**src/hdl/trs_map.svh**
```systemverilog
// Offsets, control bit positions and timing counts shared by both ends
`ifndef TRS_MAP_SVH
`define TRS_MAP_SVH
`define TRS_CLK_MHZ          100
`define TRS_PD_MIN_NS        1000
`define TRS_PD_CYC           ((`TRS_PD_MIN_NS * `TRS_CLK_MHZ + 999) / 1000)
`define TRS_RXA_GAP_CYC      5
`define TRS_SIM_BUSY_CYC     20
`define TRS_SETTLE_CYC       4000
`define TRS_IDLE_MIN_CYC     1
`define TRS_CNT_W            16
`define TRS_REG_CTRL         4'h0
`define TRS_REG_STAT         4'h1
`define TRS_CTRL_LAUNCH      0
`define TRS_CTRL_PWRDN       1
`define TRS_CTRL_FAST        2
`define TRS_CTRL_USEPD       3
`define TRS_CTRL_IDLE        4
`define TRS_CTRL_UNUSED      5
`endif

```
**src/hdl/trs_pkg.sv**
```systemverilog
// Types shared by both ends of the reconfiguration reset link
package trs_pkg;
    typedef enum logic [2:0] {
        SEQ_IDLE, SEQ_PD, SEQ_HOLD, SEQ_TXREL, SEQ_GAP, SEQ_LOCK,
        SEQ_SETTLE, SEQ_RUN
    } trs_seq_t;
    typedef enum logic [1:0] {
        DEV_IDLE, DEV_BUSY, DEV_DONE
    } trs_dev_t;
endpackage : trs_pkg

```
**src/hdl/trs_link_if.sv**
```systemverilog
// Link between user reset logic and the transceiver channel model
`timescale 1ns/1ps
interface trs_link_if;
    logic txLogicHold;
    logic rxAnalogHold;
    logic rxLogicHold;
    logic blockPowerDown;
    logic commitWrite;
    logic txIdleForce;
    logic busy;
    logic chanUpdateDone;
    logic rxFreqLock;
    modport device (
        input  txLogicHold, rxAnalogHold, rxLogicHold, blockPowerDown,
        input  commitWrite, txIdleForce,
        output busy, chanUpdateDone, rxFreqLock
    );
    modport host (
        output txLogicHold, rxAnalogHold, rxLogicHold, blockPowerDown,
        output commitWrite, txIdleForce,
        input  busy, chanUpdateDone, rxFreqLock
    );
endinterface : trs_link_if

```
**src/hdl/trs_reset_ctrl.sv**
```systemverilog
// User reset logic driving the channel holds after a reconfiguration
// Overview of operation
// (RULE_01) On launch assert all three holds together
// (RULE_02) Device raises busy on commit write
// (RULE_03) Wait channel update complete before releasing
// (RULE_04) Then release transmitter logic hold first
// (RULE_05) Count five clocks, then release analog hold
// (RULE_06) Await frequency lock plus settle, release logic
// (RULE_07) Unused channels stay powered down
// (RULE_08) Block power-down powers off whole block
// (RULE_09) Block power-down pulse lasts at least 1us
// (RULE_10) Busy falls when offset cancellation completes
// (RULE_11) Without power-down, drive holds in order
// (RULE_12) Power-down only: assert at least one clock
// (RULE_13) Fast mode skips the settle wait
// (RULE_14) Model busy drops after about 20 clocks
// (RULE_15) Force transmit idle one clock before data
// (RULE_16) Synchronise status; restart if lock drops; code restarts only in the settle wait, not in fast mode or after ready
`timescale 1ns/1ps
`include "trs_map.svh"
module trs_reset_ctrl
    import trs_pkg::*;
#(
    parameter int unsigned SETTLE_CYC = `TRS_SETTLE_CYC
)(
    input  wire logic        mclk,
    input  wire logic        sys_rst,
    trs_link_if.host         lnk,
    input  wire logic [3:0]  regAddr,
    input  wire logic [7:0]  regWrData,
    input  wire logic        regWrStb,
    input  wire logic        regRdStb,
    output logic      [7:0]  regRdData,
    output logic             rxReady
);
    typedef struct packed {
        trs_seq_t              st;
        logic [`TRS_CNT_W-1:0] cnt;
        logic [5:0]            ctrl;
        logic [2:0][2:0]       sync;
        logic                  txH;
        logic                  rxaH;
        logic                  rxlH;
        logic                  pd;
        logic                  commit;
        logic                  idle;
        logic                  ready;
        logic [7:0]            rd;
    } trs_host_t;

    trs_host_t  cur_r;
    trs_host_t  cur_nxt;
    logic [2:0] stsRaw;
    logic [2:0] stsHigh;
    logic [2:0] stsLow;
    logic       doneQ;
    logic       doneClear;
    logic       lockQ;
    logic       lockLost;
    logic       busyLow;

    // Status order in the stage array: completion, lock, busy
    assign stsRaw = {lnk.busy, lnk.rxFreqLock, lnk.chanUpdateDone};

    // A change counts once the second and third stages agree
    for (genvar i = 0; i < 3; i++) begin : g_sts
        assign stsHigh[i] = cur_r.sync[i][1] & cur_r.sync[i][2]; // [RULE_16]
        assign stsLow[i]  = ~cur_r.sync[i][1] & ~cur_r.sync[i][2];
    end

    assign doneQ     = stsHigh[0];
    assign doneClear = stsLow[0];
    assign lockQ     = stsHigh[1];
    assign lockLost  = stsLow[1];
    assign busyLow   = stsLow[2];

    always_comb begin
        cur_nxt = cur_r;
        for (int i = 0; i < 3; i++) begin
            cur_nxt.sync[i] = {cur_r.sync[i][1:0], stsRaw[i]};
        end
        cur_nxt.commit = 1'b0;
        cur_nxt.rd = 8'h00;
        if (regRdStb) begin
            if (regAddr == `TRS_REG_CTRL) begin
                cur_nxt.rd = {2'b00, cur_r.ctrl};
            end else if (regAddr == `TRS_REG_STAT) begin
                cur_nxt.rd = {1'b0,
                              cur_r.st,
                              cur_r.ready,
                              cur_r.rxlH,
                              cur_r.rxaH,
                              cur_r.txH};
            end
        end
        if (regWrStb && regAddr == `TRS_REG_CTRL) begin
            cur_nxt.ctrl = regWrData[5:0];
        end
        // Launch is a self-clearing bit; the write itself does not stick
        cur_nxt.ctrl[`TRS_CTRL_LAUNCH] = 1'b0;
        unique case (cur_r.st)
            SEQ_IDLE, SEQ_RUN: begin
                if (regWrStb && regAddr == `TRS_REG_CTRL) begin
                    if (regWrData[`TRS_CTRL_PWRDN]) begin
                        cur_nxt.st  = SEQ_PD;
                        cur_nxt.pd  = 1'b1;
                        cur_nxt.cnt = '0;
                    end else if (regWrData[`TRS_CTRL_LAUNCH]) begin
                        cur_nxt.st     = SEQ_HOLD;
                        cur_nxt.commit = 1'b1;
                        cur_nxt.txH    = 1'b1; // [RULE_01]
                        cur_nxt.rxaH   = 1'b1; // [RULE_01] [RULE_11]
                        cur_nxt.rxlH   = 1'b1; // [RULE_01]
                        cur_nxt.ready  = 1'b0;
                    end
                end
            end
            SEQ_PD: begin
                // 1us covers the one-clock simulation minimum as well
                cur_nxt.cnt = cur_r.cnt + 1'b1;
                if (cur_r.cnt == `TRS_CNT_W'(`TRS_PD_CYC - 1)) begin
                    cur_nxt.pd = 1'b0; // [RULE_09] [RULE_12]
                    cur_nxt.st = SEQ_IDLE;
                end
            end
            SEQ_HOLD: begin
                // A completion left over from the last launch must clear
                // first, or the holds would drop while still busy
                if (doneClear) begin
                    cur_nxt.st = SEQ_TXREL;
                end
            end
            SEQ_TXREL: begin
                // Busy falling marks offset cancellation as finished
                if (doneQ && busyLow) begin
                    cur_nxt.txH = 1'b0; // [RULE_03] [RULE_04] [RULE_10]
                    cur_nxt.st  = SEQ_GAP;
                    cur_nxt.cnt = '0;
                end
            end
            SEQ_GAP: begin
                // Gap lets the transmitter settle before the receiver wakes
                cur_nxt.cnt = cur_r.cnt + 1'b1;
                if (cur_r.cnt == `TRS_CNT_W'(`TRS_RXA_GAP_CYC - 1)) begin
                    cur_nxt.rxaH = 1'b0; // [RULE_05]
                    cur_nxt.st   = SEQ_LOCK;
                end
            end
            SEQ_LOCK: begin
                // Lock must agree in two stages, so a glitch is ignored
                if (lockQ) begin
                    cur_nxt.cnt = '0;
                    if (cur_r.ctrl[`TRS_CTRL_FAST]) begin
                        cur_nxt.rxlH = 1'b0; // [RULE_13]
                        cur_nxt.st   = SEQ_RUN;
                        cur_nxt.ready = 1'b1;
                    end else begin
                        cur_nxt.st = SEQ_SETTLE;
                    end
                end
            end
            SEQ_SETTLE: begin
                // A lock drop restarts the wait from the lock step
                cur_nxt.cnt = cur_r.cnt + 1'b1;
                if (lockLost) begin
                    cur_nxt.st = SEQ_LOCK; // [RULE_16]
                end else if (cur_r.cnt ==
                             `TRS_CNT_W'(SETTLE_CYC - 1)) begin
                    cur_nxt.rxlH  = 1'b0; // [RULE_06]
                    cur_nxt.st    = SEQ_RUN;
                    cur_nxt.ready = 1'b1;
                end
            end
        endcase
        // Idle stays forced until the receiver side is up
        cur_nxt.idle = cur_r.ctrl[`TRS_CTRL_IDLE] & ~cur_nxt.ready; // [RULE_15]
    end

    always_ff @(posedge mclk or posedge sys_rst) begin
        if (sys_rst) begin
            // Holds and idle force start asserted so nothing runs early
            cur_r <= '{st:     SEQ_IDLE,
                       cnt:    '0,
                       ctrl:   '0,
                       sync:   '0,
                       txH:    1'b1,
                       rxaH:   1'b1,
                       rxlH:   1'b1,
                       pd:     1'b0,
                       commit: 1'b0,
                       idle:   1'b1,
                       ready:  1'b0,
                       rd:     8'h00};
        end else begin
            cur_r <= cur_nxt;
        end
    end

    // Link outputs come straight from flip-flops, free of glitches
    assign lnk.txLogicHold    = cur_r.txH;
    assign lnk.rxAnalogHold   = cur_r.rxaH;
    assign lnk.rxLogicHold    = cur_r.rxlH;
    assign lnk.blockPowerDown = cur_r.pd;
    assign lnk.commitWrite    = cur_r.commit;
    assign lnk.txIdleForce    = cur_r.idle;
    assign regRdData          = cur_r.rd;
    assign rxReady            = cur_r.ready;
endmodule : trs_reset_ctrl

```
**src/flat_wrapper.sv**
```systemverilog
// flat-port wrapper written by rule: the top's interface ports become plain ports
module trs_reset_ctrl_flat import trs_pkg::*;
#(
    parameter int unsigned SETTLE_CYC = `TRS_SETTLE_CYC
)
  (mclk, sys_rst, regAddr, regWrData, regWrStb, regRdStb, regRdData, rxReady, lnk_txLogicHold, lnk_rxAnalogHold, lnk_rxLogicHold, lnk_blockPowerDown, lnk_commitWrite, lnk_txIdleForce, lnk_busy, lnk_chanUpdateDone, lnk_rxFreqLock);
  trs_link_if lnk_i ();
  input  wire logic mclk;
  input  wire logic sys_rst;
  input  wire logic [3:0] regAddr;
  input  wire logic [7:0] regWrData;
  input  wire logic regWrStb;
  input  wire logic regRdStb;
  output logic      [7:0] regRdData;
  output logic rxReady;
  output wire logic [$bits(lnk_i.txLogicHold)-1:0] lnk_txLogicHold;
  output wire logic [$bits(lnk_i.rxAnalogHold)-1:0] lnk_rxAnalogHold;
  output wire logic [$bits(lnk_i.rxLogicHold)-1:0] lnk_rxLogicHold;
  output wire logic [$bits(lnk_i.blockPowerDown)-1:0] lnk_blockPowerDown;
  output wire logic [$bits(lnk_i.commitWrite)-1:0] lnk_commitWrite;
  output wire logic [$bits(lnk_i.txIdleForce)-1:0] lnk_txIdleForce;
  input wire logic [$bits(lnk_i.busy)-1:0] lnk_busy;
  input wire logic [$bits(lnk_i.chanUpdateDone)-1:0] lnk_chanUpdateDone;
  input wire logic [$bits(lnk_i.rxFreqLock)-1:0] lnk_rxFreqLock;
  assign lnk_txLogicHold = lnk_i.txLogicHold;
  assign lnk_rxAnalogHold = lnk_i.rxAnalogHold;
  assign lnk_rxLogicHold = lnk_i.rxLogicHold;
  assign lnk_blockPowerDown = lnk_i.blockPowerDown;
  assign lnk_commitWrite = lnk_i.commitWrite;
  assign lnk_txIdleForce = lnk_i.txIdleForce;
  assign lnk_i.busy = lnk_busy;
  assign lnk_i.chanUpdateDone = lnk_chanUpdateDone;
  assign lnk_i.rxFreqLock = lnk_rxFreqLock;
  trs_reset_ctrl #(.SETTLE_CYC(SETTLE_CYC)) u_core (.mclk(mclk), .sys_rst(sys_rst), .lnk(lnk_i), .regAddr(regAddr), .regWrData(regWrData), .regWrStb(regWrStb), .regRdStb(regRdStb), .regRdData(regRdData), .rxReady(rxReady));
endmodule
```
**config.mk**
```make
export PLATFORM = sky130hd
export DESIGN_NAME = trs_reset_ctrl_flat
export DESIGN_NICKNAME = d
export VERILOG_FILES = /design/src/hdl/trs_pkg.sv /design/src/hdl/trs_link_if.sv /design/src/hdl/trs_reset_ctrl.sv /design/src/flat_wrapper.sv
export VERILOG_INCLUDE_DIRS = /design/src /design/src/hdl
export SDC_FILE = /design/constraint.sdc
export NUM_CORES = 1
export LEC_CHECK = 0
export BUFFER_PORTS_ARGS = -buffer_cell sky130_fd_sc_hd__buf_2
export CAP_MARGIN = 20
export CORE_MARGIN = 10
export CORE_UTILIZATION = 30
export CTS_CLUSTER_SIZE = 10
export DETAILED_ROUTE_END_ITERATION = 8
export PLACE_DENSITY = 0.49
export SYNTH_ARGS = -nofsm -noshare
export SYNTH_HDL_FRONTEND = slang
export SYNTH_SLANG_ARGS = --single-unit
```
**constraint.sdc**
```tcl
create_clock -name mclk -period 6 [get_ports mclk]
set_clock_uncertainty 0.15 [all_clocks]
set_input_delay 0.9 -clock mclk [delete_from_list [all_inputs] [get_ports mclk]]
set_output_delay 0.9 -clock mclk [all_outputs]
set_load 0.1 [all_outputs]
```
==> metrics.txt <==
final worst setup slack=between 3 and 4 ns; crit path capture type=register; Initial DRC Count=59; Leakage=0.00113 µW; area grow syn2layout=11.0%; clk root buf=clkbuf_8; initial antenna violation count=0; Power Total=1120 µW; final slew viol count=0; Avg Synthesized Cell Area=10.0 µm²; Worst Hold Class=register to register; Synth Area in Adders=0.0106; largest family of logic cells by synthesized area=simple AND/OR/NAND/NOR gates; critical path class=input port to register; multiplexer area fraction after synthesis=0.0452; number of global-route vias before repair=between 1500 and 2000; DPL Wire Length=between 3000 and 4000 µm; net count after synthesis=~260; Die Footprint=11800 µm²; largest net degree at the start of global routing=48; Setup WS pre-CTS=2.70 ns; Data arrival, critical path=approximately 2.9 ns; Setup TNS=0 ns; post-synthesis xor/xnor area fraction=0.0447; sequential share of the synthesized area=0.502; Clock Latency Late Sink=0.29 ns; clock sinks=47; status=complete, no violations; Gate power share=0.435; Worst-path clk slew=0.08 ns; min Tclk post-route=2.90 ns; EDFF count, synth=0; PortBufs=30; # hold bufs at CTS=0; YS warnings=0; Mapped Cells=234; # nets final=277; Via Count=1753; MaxCap Viol Count=0; Final GP Congestion=0.797; setup repair bufs after CTS=0; max frequency=approximately 340 MHz; final wirelength=5100 µm; Cell variety after synth=47; Synth Area in Simple Gates=0.218; most common cell after layout, fill and taps aside=dfrtp_1; Bufs on Longest Clock Path=2; row count=32; Mapped Area=2350 µm²; pwr dens=427 nW/µm²; chip height=109 µm; final antenna-violating net count=0; CTS tree=built; core area=7690 µm²; cts bufs inserted=5; Net Sw Frac=0.462; CP max FO=18; Post-Place Cell Area=2510 µm²; Die Wd=109 µm; GRT Residual Overflow=0; I/O pins=34; unrepaired setup endpoints after global routing=false; layout cells sized above 1=0.230; Psw=515 µW; Flop pwr share=0.401; H-tree levels=2; Pre-antenna DRT Iters=4; DR WL/cell=roughly 14 µm; number of synthesized register bits=47; Int Power=600 µW; Tcrit/Tclk final=0.483; Finished Cell Area=roughly 2600 µm²; Synth Area in Compound Gates=0.108; first-pass GRT wire length=8660 µm; relative slew slack=0.385; starting density of the core=0.306; WP data required=5.99 ns; commonest non-fill, non-tap cells in the layout=dfrtp_1, nor2_1, buf_2; Async SR Flop Fraction=1.00; worst vdd ir=slightly above 0.1 mV; vias per cell=~4.9; ant diodes=0; Clock Power Share=0.164; PostCTS Resize Cnt=0; Synth Flop Type=dfrtp_1; crit path launch type=input port; # setup viols final=0; Remaining DRCs=0; GRT Util Overall=0.0902; final hold vios=0; Worst-Margin Slew=0.914 ns
cell usage after synthesis (2+ instances only):
cell / count / area share
nor2b_1: 3 / 0.0080
ha_1: 2 / 0.011
or3_2: 3 / 0.0096
dfrtp_1: 43 / 0.46
nor3_2: 3 / 0.013
nor2_1: 30 / 0.048
nand4_1: 3 / 0.0080
a21oi_1: 8 / 0.017
buf_2: 4 / 0.0085
mux2i_1: 5 / 0.021
or4bb_1: 2 / 0.0096
nor3_1: 12 / 0.026
dfstp_2: 4 / 0.045
inv_1: 12 / 0.019
nand2_1: 12 / 0.019
or4_4: 2 / 0.0096
mux2_2: 5 / 0.024
nor4_1: 7 / 0.019
o21ai_0: 16 / 0.034
buf_4: 10 / 0.032
o32ai_1: 3 / 0.011
xnor2_1: 12 / 0.045
nand3_1: 9 / 0.019
worst paths after layout:
kind,from,to,slack [ns],cells past startpoint
max,regAddr[3],u_core.cur_r[43],3.10,6
min,u_core.cur_nxt[16],u_core.cur_nxt[17],0.20,0
max reg2reg,u_core.cur_r[48],u_core.cur_r[43],3.21,5
min reg2reg,u_core.cur_nxt[16],u_core.cur_nxt[17],0.20,0
max in group asynchronous,sys_rst,u_core.cur_r[41],4.75,3
min in group asynchronous,sys_rst,u_core.lnk.blockPowerDown,0.45,2
per-stage QoR:
| stage | utilization | std cells | hold slack (ns) |
|---|---|---|---|
| 5_1_grt | 0.340 | 359 | 0.224 |
| 3_5_place_dp | 0.326 | 350 | 0.186 |
| 3_3_place_gp | 0.326 | 350 | 0.183 |
| 6_report | 0.340 | 359 | 0.203 |
| 2_1_floorplan | - | 234 | 0.181 |
| 4_1_cts | 0.337 | 358 | 0.204 |
power by group through the flow:
stage,logic [µW],clock network [µW],registers [µW]
finish,485,183,447
global route,544,208,459
CTS,492,192,448
detailed placement,491,0,454
global placement,488,0,453
floorplan,358,0,515
layer usage:
| layer | track usage | wire [µm] |
|---|---|---|
| met1 | 0.118 | 2370 |
| met5 | 0 | 0 |
| met2 | 0.143 | 2350 |
| met3 | 0.0268 | 379 |
| met4 | 0.0226 | 0 |
cells by family after synthesis:
family / Yosys count
XOR/XNOR: 12
AND/OR/NAND/NOR: 95
flip-flops: 47
other: 1
adder cells (fa/ha/maj): 2
multiplexers: 10
buffers and inverters: 28
AO/OA/AOI/OAI: 39
flip-flops by register name, indices dropped and copies added (netlist names):
name,flops
u_core.cur_nxt,6
u_core.cur_r,27
u_core.lnk.blockPowerDown,1
u_core.lnk.commitWrite,1
u_core.lnk.rxAnalogHold,1
u_core.lnk.rxLogicHold,1
u_core.lnk.txIdleForce,1
u_core.lnk.txLogicHold,1
u_core.regRdData,7
u_core.rxReady,1
cell type report:
| cell class | count | area (µm²) |
|---|---|---|
| fill | 814 | 5080 |
| sequential | 47 | 1180 |
| multi-input combinational | 159 | 1000 |
| timing repair buffer | 31 | 170 |
| tap | 102 | 128 |
| clock buffer | 7 | 76.3 |
| inverter | 12 | 45.0 |
| clock inverter | 1 | 5.00 |
worst max-delay path, cell delays in order:
cell and delay [ns]:
buf_2 0.10, nor3_2 0.23, a32oi_1 0.17, a2111o_1 0.64, nor2_1 0.73, nor2_1 0.11
No activity file was read; power rests on OpenSTA's default activity.
